`src/rtl/ledi2c_pkg.sv`:
```
package ledi2c_pkg;
  localparam logic [6:0] TARGET_ADDR   = 7'h6b;
  localparam logic [7:0] OFS_SHUTDOWN  = 8'h00;
  localparam logic [7:0] OFS_BREATH    = 8'h01;
  localparam logic [7:0] OFS_MODE      = 8'h02;
  localparam logic [7:0] OFS_CURRENT   = 8'h03;
  localparam logic [7:0] OFS_DUTY0     = 8'h04;
  localparam logic [7:0] OFS_DUTY_LOAD = 8'h07;
  localparam logic [7:0] OFS_START0    = 8'h0a;
  localparam logic [7:0] OFS_RISE0     = 8'h10;
  localparam logic [7:0] OFS_FALL0     = 8'h16;
  localparam logic [7:0] OFS_TIME_LOAD = 8'h1c;
  localparam logic [7:0] OFS_ON_OFF    = 8'h1d;
  localparam logic [7:0] OFS_SOFT_RST  = 8'h2f;
  localparam int         NUM_CH        = 3;
  localparam int         EN_BIT        = 5;
  localparam int         SSD_BIT       = 0;
  localparam logic [7:0] RST_SHUTDOWN  = 8'h01;
  localparam logic [7:0] RST_ZERO      = 8'h00;
  localparam logic [2:0] RST_ON_OFF    = 3'h7;
  localparam logic [7:0] LOAD_VALUE    = 8'h00;
endpackage

```
`src/rtl/ledi2c_sync.sv`:
```
`timescale 1ns/100ps
`default_nettype none
module ledi2c_sync (
  input  wire logic clk_in,
  input  wire logic sys_rst_in,
  input  wire logic d_in,
  output var  logic q_out
);
  logic meta_r;
  logic meta_nxt;
  logic q_nxt;

  always_comb begin
    meta_nxt = d_in;
    q_nxt    = meta_r;
  end

  always_ff @(posedge clk_in or posedge sys_rst_in) begin
    if (sys_rst_in) begin
      meta_r <= 1'b1;
      q_out  <= 1'b1;
    end else begin
      meta_r <= meta_nxt;
      q_out  <= q_nxt;
    end
  end
endmodule
`default_nettype wire

```
`src/rtl/ledi2c_chreg.sv`:
```
`timescale 1ns/100ps
`default_nettype none
// Staged register with a load strobe into its active copy
module ledi2c_chreg #(
  parameter int         W   = 8,
  parameter logic [7:0] RST = 8'h00
) (
  input  wire logic         clk_in,
  input  wire logic         sys_rst_in,
  input  wire logic         clr_in,
  input  wire logic         wr_in,
  input  wire logic [W-1:0] wdata_in,
  input  wire logic         load_in,
  output var  logic [W-1:0] active_out
);
  logic [W-1:0] stage_r;
  logic [W-1:0] stage_nxt;
  logic [W-1:0] active_nxt;

  always_comb begin
    stage_nxt  = stage_r;
    active_nxt = active_out;
    if (clr_in) begin
      stage_nxt  = RST[W-1:0];
      active_nxt = RST[W-1:0];
    end else begin
      if (wr_in) begin
        stage_nxt = wdata_in;
      end
      if (load_in) begin
        active_nxt = wr_in ? wdata_in : stage_r;
      end
    end
  end

  always_ff @(posedge clk_in or posedge sys_rst_in) begin
    if (sys_rst_in) begin
      stage_r    <= RST[W-1:0];
      active_out <= RST[W-1:0];
    end else begin
      stage_r    <= stage_nxt;
      active_out <= active_nxt;
    end
  end
endmodule
`default_nettype wire

```
`src/rtl/ledi2c_top.sv`:
```
// Notes on behaviour
// RL1 - Answer only target address 1101011
// RL2 - Controller always sends direction bit zero; bench also sends one, left unacknowledged
// RL3 - Data sampled while clock stably high
// RL4 - Controller leaves data high when idle
// RL5 - Start: data falls while clock high
// RL6 - Address byte shifted most significant first
// RL7 - Pull data low on address acknowledge
// RL8 - Controller stops on missing address acknowledge
// RL9 - Pointer byte received and acknowledged
// RL10 - Data bytes acknowledged, written to pointer
// RL11 - Pointer increments on each data acknowledge
// RL12 - Stop: data rises while clock high
// RL13 - Shutdown register: enable D5, shutdown D0
// RL14 - Duty registers at 04h to 06h
// RL15 - Write 07h loads duty and on/off
// RL16 - Write 1Ch loads staged timing registers
// RL17 - On/off register 1Dh resets to 111
// RL18 - Write 2Fh restores all defaults
// RL19 - Shutdown bit one means software shutdown
// RL20 - Controller writes zero to load registers
// RL21 - Low shutdown pin shuts whole device
// RL22 - Unmapped addresses acknowledged, data dropped
// RL23 - Bus lines synchronised, conditions from samples
`timescale 1ns/100ps
`default_nettype none
module ledi2c_top (
  input  wire logic                       clk_in,
  input  wire logic                       sys_rst_in,
  input  wire logic                       scl_in,
  input  wire logic                       sda_in,
  output logic                            sda_out,
  output logic                            sda_oe_out,
  input  wire logic                       shutdown_pin_n_in,
  output logic                            device_active_out,
  output logic                            channel_enable_out,
  output logic                            soft_shutdown_bit_out,
  output logic [7:0]                      breathing_control_out,
  output logic [7:0]                      operating_mode_out,
  output logic [7:0]                      current_setting_out,
  output logic [ledi2c_pkg::NUM_CH-1:0]   channel_on_out,
  output logic [ledi2c_pkg::NUM_CH*8-1:0] duty_out,
  output logic [ledi2c_pkg::NUM_CH*8-1:0] start_time_out,
  output logic [ledi2c_pkg::NUM_CH*8-1:0] rise_time_out,
  output logic [ledi2c_pkg::NUM_CH*8-1:0] fall_time_out
);
  typedef enum logic [2:0] {LEDI2C_IDLE, LEDI2C_ADDR, LEDI2C_PTR, LEDI2C_DATA,
                            LEDI2C_ACK, LEDI2C_IGNORE} ledi2c_state_t;

  logic scl_s;
  logic sda_s;
  logic pin_n_s;
  ledi2c_sync u_sync_scl (.clk_in(clk_in), .sys_rst_in(sys_rst_in),
                          .d_in(scl_in), .q_out(scl_s)); // see RL23
  ledi2c_sync u_sync_sda (.clk_in(clk_in), .sys_rst_in(sys_rst_in),
                          .d_in(sda_in), .q_out(sda_s)); // see RL23
  ledi2c_sync u_sync_pin (.clk_in(clk_in), .sys_rst_in(sys_rst_in),
                          .d_in(shutdown_pin_n_in), .q_out(pin_n_s));

  logic scl_d_r;
  logic sda_d_r;
  logic scl_rise;
  logic scl_fall;
  logic start_det;
  logic stop_det;
  assign scl_rise  = scl_s & ~scl_d_r;
  assign scl_fall  = ~scl_s & scl_d_r;
  assign start_det = scl_s & scl_d_r & sda_d_r & ~sda_s; // see RL5
  assign stop_det  = scl_s & scl_d_r & ~sda_d_r & sda_s; // see RL12

  ledi2c_state_t state_r;
  ledi2c_state_t state_nxt;
  ledi2c_state_t after_ack_r;
  ledi2c_state_t after_ack_nxt;
  logic [7:0] shift_r;
  logic [7:0] shift_nxt;
  logic [3:0] bit_cnt_r;
  logic [3:0] bit_cnt_nxt;
  logic [7:0] ptr_r;
  logic [7:0] ptr_nxt;
  logic       ack_drive_r;
  logic       ack_drive_nxt;
  logic       ack_seen_r;
  logic       ack_seen_nxt;
  logic       wr_strobe;
  logic [7:0] wr_data;
  logic       data_byte_r;
  logic       data_byte_nxt;

  always_comb begin
    state_nxt     = state_r;
    after_ack_nxt = after_ack_r;
    shift_nxt     = shift_r;
    bit_cnt_nxt   = bit_cnt_r;
    ptr_nxt       = ptr_r;
    ack_drive_nxt = ack_drive_r;
    ack_seen_nxt  = ack_seen_r;
    wr_strobe     = 1'b0;
    wr_data       = shift_r;
    if (stop_det) begin
      state_nxt     = LEDI2C_IDLE; // see RL12
      ack_drive_nxt = 1'b0;
    end else if (start_det) begin
      state_nxt     = LEDI2C_ADDR; // see RL5
      bit_cnt_nxt   = 4'h0;
      ack_drive_nxt = 1'b0;
    end else begin
      case (state_r)
        LEDI2C_ADDR, LEDI2C_PTR, LEDI2C_DATA: begin
          if (scl_rise) begin
            shift_nxt   = {shift_r[6:0], sda_s}; // see RL3
            bit_cnt_nxt = bit_cnt_r + 4'h1; // see RL6
          end else if (scl_fall && bit_cnt_r == 4'h8) begin
            bit_cnt_nxt = 4'h0;
            ack_seen_nxt = 1'b0;
            if (state_r == LEDI2C_ADDR) begin
              if (shift_r == {ledi2c_pkg::TARGET_ADDR, 1'b0}) begin // see RL1
                ack_drive_nxt = 1'b1; // see RL7
                after_ack_nxt = LEDI2C_PTR;
                state_nxt     = LEDI2C_ACK;
              end else begin
                state_nxt = LEDI2C_IGNORE;
              end
            end else if (state_r == LEDI2C_PTR) begin
              ptr_nxt       = shift_r; // see RL9
              ack_drive_nxt = 1'b1;
              after_ack_nxt = LEDI2C_DATA;
              state_nxt     = LEDI2C_ACK;
            end else begin
              wr_strobe     = 1'b1; // see RL10
              wr_data       = shift_r;
              ack_drive_nxt = 1'b1; // see RL22
              after_ack_nxt = LEDI2C_DATA;
              state_nxt     = LEDI2C_ACK;
            end
          end
        end
        LEDI2C_ACK: begin
          if (scl_rise) begin
            ack_seen_nxt = 1'b1;
          end else if (scl_fall && ack_seen_r) begin
            ack_drive_nxt = 1'b0;
            state_nxt     = after_ack_r;
          end
        end
        LEDI2C_IDLE, LEDI2C_IGNORE: begin
          state_nxt = state_r;
        end
        default: begin
          state_nxt = LEDI2C_IDLE;
        end
      endcase
    end
  end

  // Pointer advances once per acknowledged data byte
  logic       data_acked;
  logic [7:0] ptr_next_final;
  assign data_acked = (state_r == LEDI2C_ACK) && scl_fall && ack_seen_r &&
                      (after_ack_r == LEDI2C_DATA) && ~stop_det && ~start_det &&
                      data_byte_r;
  assign ptr_next_final = data_acked ? ptr_r + 8'h01 : ptr_nxt; // see RL11

  always_comb begin
    data_byte_nxt = data_byte_r;
    if (wr_strobe) begin
      data_byte_nxt = 1'b1;
    end else if (state_r != LEDI2C_ACK) begin
      data_byte_nxt = 1'b0;
    end
  end

  always_ff @(posedge clk_in or posedge sys_rst_in) begin
    if (sys_rst_in) begin
      scl_d_r     <= 1'b1;
      sda_d_r     <= 1'b1;
      state_r     <= LEDI2C_IDLE;
      after_ack_r <= LEDI2C_IDLE;
      shift_r     <= 8'h00;
      bit_cnt_r   <= 4'h0;
      ptr_r       <= 8'h00;
      ack_drive_r <= 1'b0;
      ack_seen_r  <= 1'b0;
      data_byte_r <= 1'b0;
    end else begin
      scl_d_r     <= scl_s;
      sda_d_r     <= sda_s;
      state_r     <= state_nxt;
      after_ack_r <= after_ack_nxt;
      shift_r     <= shift_nxt;
      bit_cnt_r   <= bit_cnt_nxt;
      ptr_r       <= ptr_next_final;
      ack_drive_r <= ack_drive_nxt;
      ack_seen_r  <= ack_seen_nxt;
      data_byte_r <= data_byte_nxt;
    end
  end

  assign sda_out    = 1'b0;
  assign sda_oe_out = ack_drive_r; // see RL7

  // Register bank
  logic clr_bank;
  logic duty_load;
  logic time_load;
  assign clr_bank  = wr_strobe && ptr_r == ledi2c_pkg::OFS_SOFT_RST; // see RL18
  assign duty_load = wr_strobe && ptr_r == ledi2c_pkg::OFS_DUTY_LOAD; // see RL15
  assign time_load = wr_strobe && ptr_r == ledi2c_pkg::OFS_TIME_LOAD; // see RL16

  logic [7:0] shutdown_r;
  logic [7:0] shutdown_nxt;
  logic [7:0] breath_nxt;
  logic [7:0] mode_nxt;
  logic [7:0] current_nxt;
  always_comb begin
    shutdown_nxt = shutdown_r;
    breath_nxt   = breathing_control_out;
    mode_nxt     = operating_mode_out;
    current_nxt  = current_setting_out;
    if (clr_bank) begin
      shutdown_nxt = ledi2c_pkg::RST_SHUTDOWN;
      breath_nxt   = ledi2c_pkg::RST_ZERO;
      mode_nxt     = ledi2c_pkg::RST_ZERO;
      current_nxt  = ledi2c_pkg::RST_ZERO;
    end else if (wr_strobe) begin
      case (ptr_r)
        ledi2c_pkg::OFS_SHUTDOWN: shutdown_nxt = wr_data; // see RL13
        ledi2c_pkg::OFS_BREATH:   breath_nxt   = wr_data;
        ledi2c_pkg::OFS_MODE:     mode_nxt     = wr_data;
        ledi2c_pkg::OFS_CURRENT:  current_nxt  = wr_data;
        default:                  shutdown_nxt = shutdown_r; // see RL22
      endcase
    end
  end

  always_ff @(posedge clk_in or posedge sys_rst_in) begin
    if (sys_rst_in) begin
      shutdown_r            <= ledi2c_pkg::RST_SHUTDOWN;
      breathing_control_out <= ledi2c_pkg::RST_ZERO;
      operating_mode_out    <= ledi2c_pkg::RST_ZERO;
      current_setting_out   <= ledi2c_pkg::RST_ZERO;
    end else begin
      shutdown_r            <= shutdown_nxt;
      breathing_control_out <= breath_nxt;
      operating_mode_out    <= mode_nxt;
      current_setting_out   <= current_nxt;
    end
  end

  assign channel_enable_out    = shutdown_r[ledi2c_pkg::EN_BIT]; // see RL13
  assign soft_shutdown_bit_out = shutdown_r[ledi2c_pkg::SSD_BIT];
  assign device_active_out     = pin_n_s & ~shutdown_r[ledi2c_pkg::SSD_BIT]; // see RL19 see RL21

  ledi2c_chreg #(.W(3), .RST({5'h00, ledi2c_pkg::RST_ON_OFF})) u_on_off (
    .clk_in(clk_in), .sys_rst_in(sys_rst_in), .clr_in(clr_bank),
    .wr_in(wr_strobe && ptr_r == ledi2c_pkg::OFS_ON_OFF), .wdata_in(wr_data[2:0]),
    .load_in(duty_load), .active_out(channel_on_out)); // see RL17

  for (genvar c = 0; c < ledi2c_pkg::NUM_CH; c++) begin : g_ch
    ledi2c_chreg u_duty (
      .clk_in(clk_in), .sys_rst_in(sys_rst_in), .clr_in(clr_bank),
      .wr_in(wr_strobe && ptr_r == ledi2c_pkg::OFS_DUTY0 + 8'(c)), .wdata_in(wr_data),
      .load_in(duty_load), .active_out(duty_out[c*8 +: 8])); // see RL14
    ledi2c_chreg u_start (
      .clk_in(clk_in), .sys_rst_in(sys_rst_in), .clr_in(clr_bank),
      .wr_in(wr_strobe && ptr_r == ledi2c_pkg::OFS_START0 + 8'(c)), .wdata_in(wr_data),
      .load_in(time_load), .active_out(start_time_out[c*8 +: 8]));
    ledi2c_chreg u_rise (
      .clk_in(clk_in), .sys_rst_in(sys_rst_in), .clr_in(clr_bank),
      .wr_in(wr_strobe && ptr_r == ledi2c_pkg::OFS_RISE0 + 8'(c)), .wdata_in(wr_data),
      .load_in(time_load), .active_out(rise_time_out[c*8 +: 8]));
    ledi2c_chreg u_fall (
      .clk_in(clk_in), .sys_rst_in(sys_rst_in), .clr_in(clr_bank),
      .wr_in(wr_strobe && ptr_r == ledi2c_pkg::OFS_FALL0 + 8'(c)), .wdata_in(wr_data),
      .load_in(time_load), .active_out(fall_time_out[c*8 +: 8]));
  end

  a_ack_match: assert property (@(posedge clk_in) disable iff (sys_rst_in) // see RL7
    (state_r == LEDI2C_ADDR && scl_fall && bit_cnt_r == 4'h8 && !start_det && !stop_det &&
     shift_r == {ledi2c_pkg::TARGET_ADDR, 1'b0}) |=> sda_oe_out)
    else $error("address acknowledge not driven");
  a_no_ack_other: assert property (@(posedge clk_in) disable iff (sys_rst_in) // see RL1
    (state_r == LEDI2C_ADDR && scl_fall && bit_cnt_r == 4'h8 && !start_det && !stop_det &&
     shift_r != {ledi2c_pkg::TARGET_ADDR, 1'b0}) |=> !sda_oe_out)
    else $error("foreign address acknowledged");
  a_ack_hold: assert property (@(posedge clk_in) disable iff (sys_rst_in) // see RL7
    (state_r == LEDI2C_ACK && sda_oe_out && !scl_fall && !start_det && !stop_det) |=>
    sda_oe_out)
    else $error("acknowledge released early");
  a_ptr_ack: assert property (@(posedge clk_in) disable iff (sys_rst_in) // see RL9
    (state_r == LEDI2C_PTR && scl_fall && bit_cnt_r == 4'h8 && !start_det && !stop_det) |=>
    sda_oe_out && ptr_r == $past(shift_r))
    else $error("pointer byte not taken");
  a_data_ack: assert property (@(posedge clk_in) disable iff (sys_rst_in) // see RL10
    wr_strobe |=> sda_oe_out && state_r == LEDI2C_ACK)
    else $error("data byte not acknowledged");
  a_stop_idle: assert property (@(posedge clk_in) disable iff (sys_rst_in) // see RL12
    stop_det |=> state_r == LEDI2C_IDLE && !sda_oe_out)
    else $error("stop did not end transfer");
  a_start_addr: assert property (@(posedge clk_in) disable iff (sys_rst_in) // see RL5
    (start_det && !stop_det) |=> state_r == LEDI2C_ADDR && bit_cnt_r == 4'h0)
    else $error("start not taken");
  a_ptr_incr: assert property (@(posedge clk_in) disable iff (sys_rst_in) // see RL11
    data_acked |=> ptr_r == $past(ptr_r) + 8'h01)
    else $error("pointer did not advance");
  a_unmapped_drop: assert property (@(posedge clk_in) disable iff (sys_rst_in) // see RL22
    (wr_strobe && ptr_r > ledi2c_pkg::OFS_SOFT_RST) |=> shutdown_r == $past(shutdown_r) &&
    operating_mode_out == $past(operating_mode_out) && channel_on_out == $past(channel_on_out))
    else $error("unmapped write changed the bank");
  a_shutdown_wr: assert property (@(posedge clk_in) disable iff (sys_rst_in) // see RL13
    (wr_strobe && ptr_r == ledi2c_pkg::OFS_SHUTDOWN) |=>
    channel_enable_out == $past(wr_data[ledi2c_pkg::EN_BIT]) &&
    soft_shutdown_bit_out == $past(wr_data[ledi2c_pkg::SSD_BIT]))
    else $error("shutdown bits not written");
  a_soft_reset: assert property (@(posedge clk_in) disable iff (sys_rst_in) // see RL18
    clr_bank |=> shutdown_r == ledi2c_pkg::RST_SHUTDOWN && channel_on_out == 3'h7)
    else $error("soft reset missed defaults");
  a_active_pin: assert property (@(posedge clk_in) disable iff (sys_rst_in) // see RL21
    !pin_n_s |-> !device_active_out)
    else $error("active while pin low");
  a_duty_load: assert property (@(posedge clk_in) disable iff (sys_rst_in) // see RL15
    (duty_load && !clr_bank) |=> duty_out[7:0] == $past(g_ch[0].u_duty.stage_r))
    else $error("duty not loaded");
  a_on_off_load: assert property (@(posedge clk_in) disable iff (sys_rst_in) // see RL17
    (duty_load && !clr_bank) |=> channel_on_out == $past(u_on_off.stage_r))
    else $error("on/off not loaded");
  a_time_load: assert property (@(posedge clk_in) disable iff (sys_rst_in) // see RL16
    (time_load && !clr_bank) |=> fall_time_out[23:16] == $past(g_ch[2].u_fall.stage_r))
    else $error("timing not loaded");
  a_ptr_write: assert property (@(posedge clk_in) disable iff (sys_rst_in) // see RL10
    (wr_strobe && ptr_r == ledi2c_pkg::OFS_MODE) |=> operating_mode_out == $past(wr_data))
    else $error("mode write lost");
  a_sync_scl: assert property (@(posedge clk_in) disable iff (sys_rst_in) // see RL23
    scl_s == $past(scl_in, 2))
    else $error("clock line not synchronised");
  c_addr_ack: cover property (@(posedge clk_in) state_r == LEDI2C_ACK && after_ack_r == LEDI2C_PTR);
  c_data_wr: cover property (@(posedge clk_in) wr_strobe);
  c_duty_load: cover property (@(posedge clk_in) duty_load);
  c_soft_rst: cover property (@(posedge clk_in) clr_bank);
  c_unmapped: cover property (@(posedge clk_in) wr_strobe && ptr_r > ledi2c_pkg::OFS_SOFT_RST);
endmodule
`default_nettype wire

```
`config.mk`:
```
export PLATFORM = sky130hd
export DESIGN_NAME = ledi2c_top
export DESIGN_NICKNAME = d
export VERILOG_FILES = /design/src/rtl/ledi2c_pkg.sv /design/src/rtl/ledi2c_sync.sv /design/src/rtl/ledi2c_chreg.sv /design/src/rtl/ledi2c_top.sv
export SDC_FILE = /design/constraint.sdc
export NUM_CORES = 1
export LEC_CHECK = 0
export BUFFER_PORTS_ARGS = -buffer_cell sky130_fd_sc_hd__buf_2
export CORE_UTILIZATION = 50
export CTS_BUF_LIST = sky130_fd_sc_hd__clkbuf_4 sky130_fd_sc_hd__clkbuf_8 sky130_fd_sc_hd__clkbuf_16
export DETAILED_ROUTE_END_ITERATION = 10
export HOLD_SLACK_MARGIN = 0.06
export MAX_ROUTING_LAYER = met4
export PLACE_DENSITY_LB_ADDON = 0.3
export RECOVER_POWER = 25
export SLEW_MARGIN = 20
export SYNTH_ARGS = -nofsm -noshare
export SYNTH_HDL_FRONTEND = slang
export SYNTH_HIERARCHICAL = 1
export SYNTH_SLANG_ARGS = --single-unit
```
`constraint.sdc`:
```
create_clock -name clk_in -period 6.6 [get_ports clk_in]
set_clock_uncertainty 0.05 [all_clocks]
set_input_delay 0 -clock clk_in [delete_from_list [all_inputs] [get_ports clk_in]]
set_output_delay 0 -clock clk_in [all_outputs]
set_load 0.02 [all_outputs]
```
# Yosys cells after proc, flatten, opt, wreduce, memory -nomap -nowiden
# Cells that the tools add are included.
# word_totals
ff_bits	265
wordCells	269
# op_classes
addsub	2
reduce_logical	54
n_eq_ne	42
muxes	109
n_bitwise	16
# ops
cell	n
8-bit two-way mux	65
8-bit by 5-bit equality test with 1-bit output (second input constant)	8
3-bit two-way mux	13
8-bit by 3-bit equality test with 1-bit output (second input constant)	4
2-bit nonzero test	13
8-bit by 4-bit equality test with 1-bit output (second input constant)	3
1-bit logical AND	24
1-bit two-way mux	21
6-bit two-way mux	3
6-bit AND reduction	3
8-bit by 2-bit equality test with 1-bit output (second input constant)	2
4-bit two-way mux	4
4-bit inequality test (second input constant)	4
3-bit by 2-bit equality test with 1-bit output (second input constant)	3
3-bit one-hot mux with 3 select lines	1
8-bit by 1-bit adder with 8-bit output (second input constant)	1
1-bit bitwise AND	8
8-bit by 1-bit equality test with 1-bit output (second input constant)	1
8-bit by 6-bit equality test with 1-bit output (second input constant)	1
8-bit equality test (second input constant)	1
8-bit zero test	1
2-bit by 1-bit inequality test with 1-bit output (second input constant)	4
2-bit inequality test (second input constant)	4
1-bit inverter	8
other kinds (17)	23

# Longest topological paths before layout
# Gate-level depths: netlist (run 1).
# logic_depth
word_depth	12
ltp_mapped	11
mapped_depth_nobuf	8

# Cells and area by module
# The synthesis (run 1) kept the hierarchy.
# modules_own_cells
mod	area_each_um2	cells_each	n_inst	seq_area_each_um2
ledi2c_chreg (g_ch[0].u_duty ...)	640.6	54	12	400.4
ledi2c_top	2954.1	301	1	1405.1
ledi2c_chreg (u_on_off)	246.5	20	1	157.7
ledi2c_sync	56.3	3	3	52.6

# Worst setup path before layout (run 1)
# OpenSTA, ideal clock, no wires.
# synth_timing
path_type	reg-to-reg
from	register bit_cnt_r[0]
to	register g_ch[0].u_duty.active_out[5]
stages_incl_launch_ff	12
setup_slack_ns	4.063
required_time_ns	6.420
setup_time_ns	0.130
arrival_ns	2.358
path_buffers	4
cell_sequence	dfrtp_1 inv_1 ha_1 nand4bb_4 or3_1 or3_1 buf_6 clkinv_8 buf_6 clkbuf_1 buf_2 a211oi_1
# synth_between
word_cells_on_any_way	14
classes_between	eq/ne: 1; mux: 8; reduce/logical: 5
# synth_lines
item	line	text
start: declaration	ledi2c_top.sv:77	logic [3:0] bit_cnt_r;
start signal: assignment	ledi2c_top.sv:191	bit_cnt_r <= bit_cnt_nxt;
4-bit equality test *	ledi2c_top.sv:113	end else if (scl_fall && bit_cnt_r == 4'h8) begin
1-bit logical AND *	ledi2c_top.sv:113	
1-bit two-way mux *	ledi2c_top.sv:113	
1-bit two-way mux *	ledi2c_top.sv:110	if (scl_rise) begin
1-bit two-way mux *	ledi2c_top.sv:108	case (state_r)
1-bit two-way mux *	ledi2c_top.sv:103	end else if (start_det) begin
1-bit two-way mux *	ledi2c_top.sv:100	if (stop_det) begin
1-bit logical AND *	ledi2c_top.sv:206	assign clr_bank = wr_strobe && ptr_r == ledi2c_pkg::OFS_SOFT_RST;
net clr_bank	ledi2c_top.sv:203	logic clr_bank;
8-bit two-way mux or 2-bit nonzero test (tied branches)	-	
end signal: assignment	ledi2c_chreg.sv:39	active_out <= RST[W-1:0];
end signal: assignment	ledi2c_chreg.sv:42	active_out <= active_nxt;
end: declaration	ledi2c_chreg.sv:14	output var logic [W-1:0] active_out
# Mark *: on every way through the listed nets, which the timed path passes. The rest lies on a longest branch. The select of a mux whose other input is x is not followed.
# A chain may end at the register's enable or synchronous reset.

# Worst setup path in the final report (run 1)
# layout_timing
from	register bit_cnt_r[0]
to	register g_ch[1].u_rise.active_out[0]
# layout_between
word_cells_on_any_way	14
classes_between	eq/ne: 1; mux: 8; reduce/logical: 5
# layout_lines
item	line	text
4-bit equality test	ledi2c_top.sv:113	
1-bit logical AND	ledi2c_top.sv:113	
1-bit two-way mux	ledi2c_top.sv:113	
1-bit two-way mux	ledi2c_top.sv:110	
1-bit two-way mux	ledi2c_top.sv:108	
1-bit two-way mux	ledi2c_top.sv:103	
1-bit two-way mux	ledi2c_top.sv:100	
1-bit logical AND	ledi2c_top.sv:208	assign time_load = wr_strobe && ptr_r == ledi2c_pkg::OFS_TIME_LOAD;
net time_load	ledi2c_top.sv:205	logic time_load;
2-bit nonzero test (no line)	-	
end signal: assignment	ledi2c_chreg.sv:39	
end signal: assignment	ledi2c_chreg.sv:42	
end: declaration	ledi2c_chreg.sv:14	
# The timed path passes the listed nets, and every way through them passes these cells. The select of a mux whose other input is x is not followed.

==> out/qor.yml, run 1 <==
status: "complete, no violations"
totalWireLength_mm: 25.29
cts_tree: "built"
grt_usage_pct: 23.36
ctsResizeCount: 0
cp_slowest_cell: "nor2_4"
p_per_area_mw_per_mm2: 277.3
synth_ff_type: "dfrtp_1"
ys_types: 55
initialDrtViolationCount: 520
worstHoldPathType: "input pin to flip-flop"
drive_above_1_share_pct: 20.58
p_leak_uw: 0.006100
synth_top_family_by_area: "simple AND/OR/NAND/NOR gates"
io_buffers: 131
cp_max_fo: 66
cts_made_buffers: 28
die-area_mm2: 0.02271
route.detailed.drc: 0
via_count: 7547
setup_viol: 0
num_rows: 54
ys_seq_area_share_pct: 59.01
startpoint_type: "flip-flop"
fin_nets: 1093
cts.sinks: 260
path_cells: "inv_1 -> ha_1 -> nand4bb_4 -> nor4_4 -> nand2_1 -> nor2_4 -> buf_4 -> nor2_1 -> a211oi_1"
area_growth_pct: 15.57
synth-xor-area-share_pct: 0.07921
rsz0062_at_grt: "no"
synth_seq_cells: 260
reg2reg_slack_ps: 3040
wire_per_inst_um: 18.29
ioPinCount: 133
synthCells: 978
critical_path_class: "flip-flop to flip-flop"
slew_headroom_pct: 19.50
endpoint_kind: "flip-flop"
yosys_warnings: 6
worstPathRequired_ps: 6950
firstDrtPassIters: 4
synth_mux_area_share_pct: 10.37
totalPowerFinal_uw: 3544
clk_latency_ps: 530
drt.antenna.violating_nets: 0
finalSetupTns_ps: 0
core_area_mm2: 0.02176
path_clk_slew_ps: 60
drv_slew: 0
synth_edf_count: 0
synth_simple_gate_area_share_pct: 13.92
place.gp.congestion: 0.8658
yosysMostFrequentCell: "dfrtp_1"
hold_viol: 0
antenna_cells: 0
grt_max_degree: 216
start_util_pct: 50.82
worst_slew_pin_slew_ps: 1208
fp.dieH_um: 150.7
max_stage_delay_ps: 690
synth.area.top_cells: "dfrtp_1 (55%), mux2i_1 (9.1%), nor2_1 (7.4%), a211oi_1 (6.6%), dfstp_2 (3.6%)"
dp_hpwl_mm: 15.10
cts-root-buf: "clkbuf_16"
grt-ovfl-total: 0
clock_path_buffers: 3
fin_crit_ps: 3563
whs_ps: 89.11
synth_common_cells: "dfrtp_1 (245), nor2_1 (217), mux2i_1 (101)"
grt_pass1_vias: 7243
grt_pass1_wl_mm: 39.92
synth_fa_ha_area_share_pct: 0.6790
synth_top_area_share_pct: 55.45
period_share_pct: 53.98
timing.fmax_mhz: 280.7
syn_nets: 989
cap_violations: 0
synth_largest_area_cell: "dfrtp_1"
async_flop_share_pct: 100.0
die_w_um: 150.7
synth_compound_area_share_pct: 10.30
antenna_found_initial: 0
syn_area_mm2: 0.01106
syn-mean-instance-area_um2: 11.31
ctsHtreeMaxLevel: 1
critical_path_arrival_ps: 3920
via_per_inst: 5.457
vdd_drop_max_mv: 0.2058
[worst max-delay path, delay by kind of cell, from the launching register on]
| family | cells | cell delay [ps] |
|---|---|---|
| adder cells (fa/ha/maj) | 1 | 200 |
| AND/OR/NAND/NOR | 5 | 1740 |
| buffers and inverters | 2 | 720 |
| AO/OA/AOI/OAI | 1 | 280 |
| flip-flops | 1 | 410 |
[state kept, by name, summed over array words and instances, names as in the netlist, 24 cells and up]
| register | cells |
|---|---|
| g_ch.u_fall/stage_r | 24 |
| g_ch.u_duty/stage_r | 24 |
| g_ch.u_start/active_out | 24 |
| g_ch.u_rise/active_out | 24 |
| g_ch.u_fall/active_out | 24 |
| g_ch.u_duty/active_out | 24 |
| g_ch.u_start/stage_r | 24 |
| g_ch.u_rise/stage_r | 24 |
[final timing paths]
path | start | endpoint | depth (start not counted)
worst min-delay path | scl_in | u_sync_scl/meta_r | 2
worst max register to register | bit_cnt_r[0] | g_ch[1].u_rise/active_out[0] | 9
worst min register to register | u_sync_pin/meta_r | u_sync_pin/q_out | 0
worst max-delay path | bit_cnt_r[0] | g_ch[1].u_rise/active_out[0] | 9
min in group asynchronous | sys_rst_in | u_sync_sda/meta_r | 3
max in group asynchronous | sys_rst_in | sda_d_r | 4
[metrics by stage]
stage | cell area, um2 | util, % | worst slack, ps | instances
2_1_floorplan | 11060 | - | 4063 | 978
3_3_place_gp | 11630 | 53.46 | 3294 | 1325
3_5_place_dp | 11630 | 53.46 | 3082 | 1325
4_1_cts | 12750 | 58.62 | 3032 | 1382
5_1_grt | 12780 | 58.74 | 2735 | 1383
6_report | 12780 | 58.74 | 3037 | 1383
[layout by cell type, fill, tap and decap left out, types with 3 or more instances in the layout]
master,netlist,layout
inv_1,24,24
clkinv_2,0,5
nand2b_1,6,6
o21ai_0,8,8
nor3_1,6,6
nand2_1,51,51
buf_2,18,130
a21oi_1,27,27
and3_1,5,5
dfrtp_1,245,245
buf_4,1,8
nand4_1,4,4
nand3b_1,3,3
nor2_1,217,215
dlygate4sd3_1,0,6
dfstp_2,15,13
clkbuf_16,0,29
ha_1,6,6
nor2b_1,11,11
or3_1,3,3
and2b_1,4,4
mux2i_1,101,101
a211oi_1,97,97
bufinv_16,0,7
a31o_1,8,8
clkbuf_4,0,4
clkbuf_8,0,4
mux2_2,12,12
nand3_1,15,15
[layer usage]
| metal | routed length (um) | vias up | track usage [%] |
|---|---|---|---|
| met2 | 11740 | 174 | 34.63 |
| met4 | 492 | 0 | 6.050 |
| li1 | - | 3571 | - |
| met3 | 1303 | 33 | 3.788 |
| met5 | 0 | - | - |
| met1 | 11760 | 3769 | 33.56 |
[area by class of cell]
cell class,instances,area (um2)
fillers,1838,8977
flip-flops and latches,260,6525
multi-input cells,621,3933
clock buffers,37,810.8
repair buffers,146,802.0
well taps,280,350.3
clock inverters,14,251.5
inverters,25,106.4
[timing repair]
action | CTS | global route
setup buffers | 0 | 0
hold buffers | 6 | 0
endpoints found under the hold margin | 231 | 0
[cells by family (layout without fill, tap and decap cells)]
kind of cell             Yosys count  after routing
AO/OA/AOI/OAI                    158            158
XOR/XNOR                           1              1
adder cells (fa/ha/maj)            6              6
buffers and inverters             97            222
flip-flops                       260            260
multiplexers                     113            113
other                              1              1
AND/OR/NAND/NOR                  342            342
[power by group]
| group | switching [uW] | internal, uW |
|---|---|---|
| logic | 62.7 | 39.7 |
| clock network | 619 | 1130 |
| registers | 76.5 | 1610 |
(Power assumes the default switching activity.)
==> run 2, diff against run 1 <==
Clock period 6.6 ns to 3.2 ns, I/O delays scaled along.
==> run 2 against run 1 <==
Effect of this change: clock power is 85% higher; global-route usage up 0.28 points; critical path type unchanged; sequential power grew 99%; critical path depth decreased by 2; total power rose by 96%; register-to-register slack worse by 2600 ps; core utilization grew 0.41 points; non-clock buffer count up 22; flip-flop and latch count unchanged; routed wire length fell by 0.15%.
==> out/qor.yml, run 2 (synthesis gave the netlist of run 1 again) <==
status: "complete, no violations"
grt_pass1_wl_mm: 40.59
cp_slowest_cell: "dfrtp_1"
min_path_cells: 2
reg2regPathDepth: 7
clock_path_buffers: 3
via_count: 7642
max_stage_delay_ps: 450
crit_family: "simple AND/OR/NAND/NOR gates"
place.gp.congestion: 0.8523
critical_path_class: "flip-flop to flip-flop"
r2r_start: "ptr_r[0]"
firstDrtPassIters: 7
dp_hpwl_mm: 15.72
start_util_pct: 50.82
cp_max_fo: 88
grt_max_degree: 89
ioPinCount: 133
totalWireLength_mm: 25.26
path_clk_slew_ps: 60
final_util_pct: 59.15
slew_headroom_pct: 11.91
io_buffers: 131
hold_path_startpoint: "sda_in"
final_common_cell: "dfrtp_1"
rsz0062_at_grt: "no"
vdd_drop_max_mv: 0.3308
reg2reg_slack_ps: 440
ctsHtreeMaxLevel: 1
timing.fmax_mhz: 362.3
fin_crit_ps: 2760
cts-root-buf: "clkbuf_16"
nFillCells: 1824
drive_above_1_share_pct: 22.24
path_cells: "ha_1 -> and3_1 -> nand3_1 -> or3_1 -> clkinv_8 -> buf_4 -> a211oi_1"
initialDrtViolationCount: 386
cts_setup_buffers: 0
route.detailed.drc: 0
die-area_mm2: 0.02271
drt.antenna.violating_nets: 0
grt-ovfl-total: 0
rr_endpoint: "g_ch[2].u_rise/active_out[5]"
area_growth_pct: 16.39
period_share_pct: 86.26
die_w_um: 150.7
grt_pass1_vias: 7451
setup_viol: 0
antenna_cells: 0
worstHoldPathType: "input pin to flip-flop"
grt_usage_pct: 23.63
worst_slew_pin_slew_ps: 1321
hold_path_end: "u_sync_sda/meta_r"
endpoint_kind: "flip-flop"
startpoint_type: "flip-flop"
cts_made_buffers: 27
cap_violations: 0
path_buf_inv: 2
critical_path_arrival_ps: 3130
fin_nets: 1114
totalPowerFinal_uw: 6955
cts_tree: "built"
ctsResizeCount: 0
via_per_inst: 5.443
num_rows: 54
finalSetupTns_ps: 0
layout_common_cells: "dfrtp_1 (245), nor2_1 (215), buf_2 (130), mux2i_1 (101), a211oi_1 (97)"
p_leak_uw: 0.006176
clk_latency_ps: 530
wire_per_inst_um: 17.99
worstPathRequired_ps: 3570
whs_ps: 72.32
cts.sinks: 260
hold_viol: 0
drv_slew: 0
p_per_area_mw_per_mm2: 540.4
core_area_mm2: 0.02176
fp.dieH_um: 150.7
antenna_found_initial: 0
## run 2: report_power, final
part	total (uW)	switching, uW	leakage, uW	internal, uW
Sequential	3360	37.4	0.00358	3330
Clock	3240	1240	0.000472	2000
Combinational	347	252	0.00213	94.9
Total	6950	1530	0.00618	5420
## run 2: what timing repair did
action	in CTS	in global routing
setup endpoints to repair	0	0
endpoints found under the hold margin	229	0
hold buffers	4	0
## run 2: metal layers
metal	part of all wire [%]	track usage (%)	up-vias
met3	4.5	2.909	31
li1	-	-	3628
met2	47	35.60	174
met5	0	-	-
met1	47	34.52	3809
met4	1.6	4.950	0
## run 2: stage by stage
step                      instance area, um2  instances  setup WS (ps)
after floorplan                        11060        978          662.7
after global placement                 11890       1350          529.3
final                                  12870       1404          439.6
after global routing                   12870       1404          205.8
after CTS                              12870       1404          458.9
after detailed placement               11890       1350          475.3
## run 2: cell type report
type | instances | area [um2] | share of cell area (%)
inverters | 25 | 106.4 | 0.8264
repair buffers | 168 | 1017 | 7.905
clock buffers | 43 | 820.8 | 6.378
flip-flops and latches | 260 | 6525 | 50.70
well taps | 280 | 350.3 | 2.722
clock inverters | 7 | 116.4 | 0.9042
multi-input cells | 621 | 3933 | 30.56
## run 2: worst max path at each step
stage,start,to,slack [ps],cells after the start
final,ptr_r[0],g_ch[2].u_rise/active_out[5],440,7
after global routing,ptr_r[0],g_ch[1].u_rise/active_out[7],210,7
after CTS,ptr_r[0],g_ch[1].u_rise/active_out[7],460,7
after detailed placement,ptr_r[0],g_ch[1].u_rise/active_out[7],480,7
after global placement,bit_cnt_r[0],g_ch[0].u_rise/active_out[3],530,8
after floorplan,bit_cnt_r[0],g_ch[0].u_duty/active_out[5],660,11
==> run 3, diff against run 2 <==
Settings changed: CORE_UTILIZATION 50 to 52.
==> run 3 against run 2 <==
Effect of this change: via count increased by 0.97%; routed wire length up 1.3%; flip-flop and latch count unchanged; sequential share of layout area barely moved; core utilization increased by 3.4 points; final cell count down 0.85%; non-clock buffer count decreased by 1; first-iteration DRC count up 39%; critical endpoint is now g_ch[1].u_start/active_out[2].
==> out/qor.yml, run 3 (synthesis gave the netlist of run 1 again) <==
status: "complete, no violations"
cap_violations: 0
fp.dieH_um: 147.8
grt_pass1_wl_mm: 41.12
endpoint_kind: "flip-flop"
place.gp.congestion: 0.8099
place_area_mm2: 0.01187
p_leak_uw: 0.006178
startpoint_type: "flip-flop"
drv_slew: 0
timing.fmax_mhz: 372.6
finalSetupTns_ps: 0
hold_buffers: 4
met1_length_mm: 11.94
totalWireLength_mm: 25.58
dr_wl_met3_mm: 1.019
ioPinCount: 133
worst_slew_pin_slew_ps: 1418
critical_path_class: "flip-flop to flip-flop"
die_w_um: 147.8
cp_max_fo: 68
cts-root-buf: "clkbuf_16"
vdd_drop_max_mv: 0.3495
wire_per_inst_um: 18.38
cts.sinks: 260
ctsHtreeMaxLevel: 1
via_count: 7716
area_growth_pct: 16.33
die-area_mm2: 0.02185
cts_tree: "built"
via_per_inst: 5.543
layout_common_cells: "dfrtp_1 (245), nor2_1 (215), buf_2 (130), mux2i_1 (101), a211oi_1 (97)"
grt_pass1_vias: 7454
hold_viol: 0
start_util_pct: 53.78
nFillCells: 1715
final_common_cell: "dfrtp_1"
antenna_found_initial: 0
ctsResizeCount: 0
cts_made_buffers: 27
p_per_area_mw_per_mm2: 542.2
grt_usage_pct: 24.65
stdcell_area_mm2: 0.01286
grt-ovfl-total: 0
grt_max_degree: 97
dp_hpwl_mm: 15.86
cts_setup_buffers: 0
route.detailed.drc: 0
wl_met2_mm: 12.15
firstDrtPassIters: 5
io_buffers: 131
period_share_pct: 83.87
clock_path_buffers: 3
fin_crit_ps: 2684
highest_layer: "met4"
whs_ps: 84.61
rsz0062_at_grt: "no"
setup_viol: 0
path_clk_slew_ps: 60
core_area_mm2: 0.02056
final_util_pct: 62.56
clk_latency_ps: 530
initialDrtViolationCount: 537
critical_path_arrival_ps: 3020
drt.antenna.violating_nets: 0
num_rows: 52
drive_above_1_share_pct: 22.19
fin_nets: 1113
slew_headroom_pct: 5.437
worstPathRequired_ps: 3540
antenna_cells: 0
worstHoldPathType: "input pin to flip-flop"
[run 3: cell type report]
| class | instances | area, um2 | area share [%] |
|---|---|---|---|
| clock buffers | 44 | 872.1 | 6.780 |
| clock inverters | 5 | 78.83 | 0.6128 |
| inverters | 25 | 106.4 | 0.8269 |
| multi-input cells | 621 | 3933 | 30.57 |
| flip-flops and latches | 260 | 6525 | 50.73 |
| well taps | 270 | 337.8 | 2.626 |
| repair buffers | 167 | 1010 | 7.850 |
[run 3: per-layer routing]
layer / up-vias / GRT usage, %
li1: 3625 / -
met2: 193 / 37.95
met4: 0 / 5.464
met5: - / -
met3: 41 / 3.210
met1: 3857 / 35.16
[run 3: final timing paths]
| kind | startpoint | endpoint | slack [ps] | cells past startpoint |
|---|---|---|---|---|
| hold / removal | scl_in | u_sync_scl/meta_r | 80 | 2 |
| max in group asynchronous | sys_rst_in | shift_r[2] | 1470 | 4 |
| hold reg to reg | u_sync_pin/meta_r | u_sync_pin/q_out | 310 | 0 |
| min in group asynchronous | sys_rst_in | u_sync_pin/q_out | 660 | 3 |
| setup / recovery | bit_cnt_r[0] | g_ch[1].u_start/active_out[2] | 520 | 8 |
| setup reg to reg | bit_cnt_r[0] | g_ch[1].u_start/active_out[2] | 520 | 8 |
[run 3: critical path, stage by stage (launching register included)]
cell,delay [ps]
dfrtp_1,420
inv_1,80
ha_1,200
nand4bb_4,170
or3_1,360
or3_1,590
clkinv_8,320
buf_12,230
a211oi_1,70
[run 3: metrics by stage]
| stage | instances | setup WS (ps) | total power [uW] |
|---|---|---|---|
| after CTS | 1392 | 536.8 | 7028 |
| after floorplan | 978 | 662.7 | 3615 |
| final | 1392 | 516.2 | 6974 |
| after global routing | 1392 | 267.3 | 7188 |
| after global placement | 1339 | 610.3 | 3760 |
| after detailed placement | 1339 | 508.9 | 3767 |
[run 3: where the power goes]
| part | switching (uW) | internal [uW] |
|---|---|---|
| Sequential | 68.4 | 3320 |
| Combinational | 223 | 95.2 |
| Clock | 1250 | 2010 |
| Total | 1540 | 5430 |
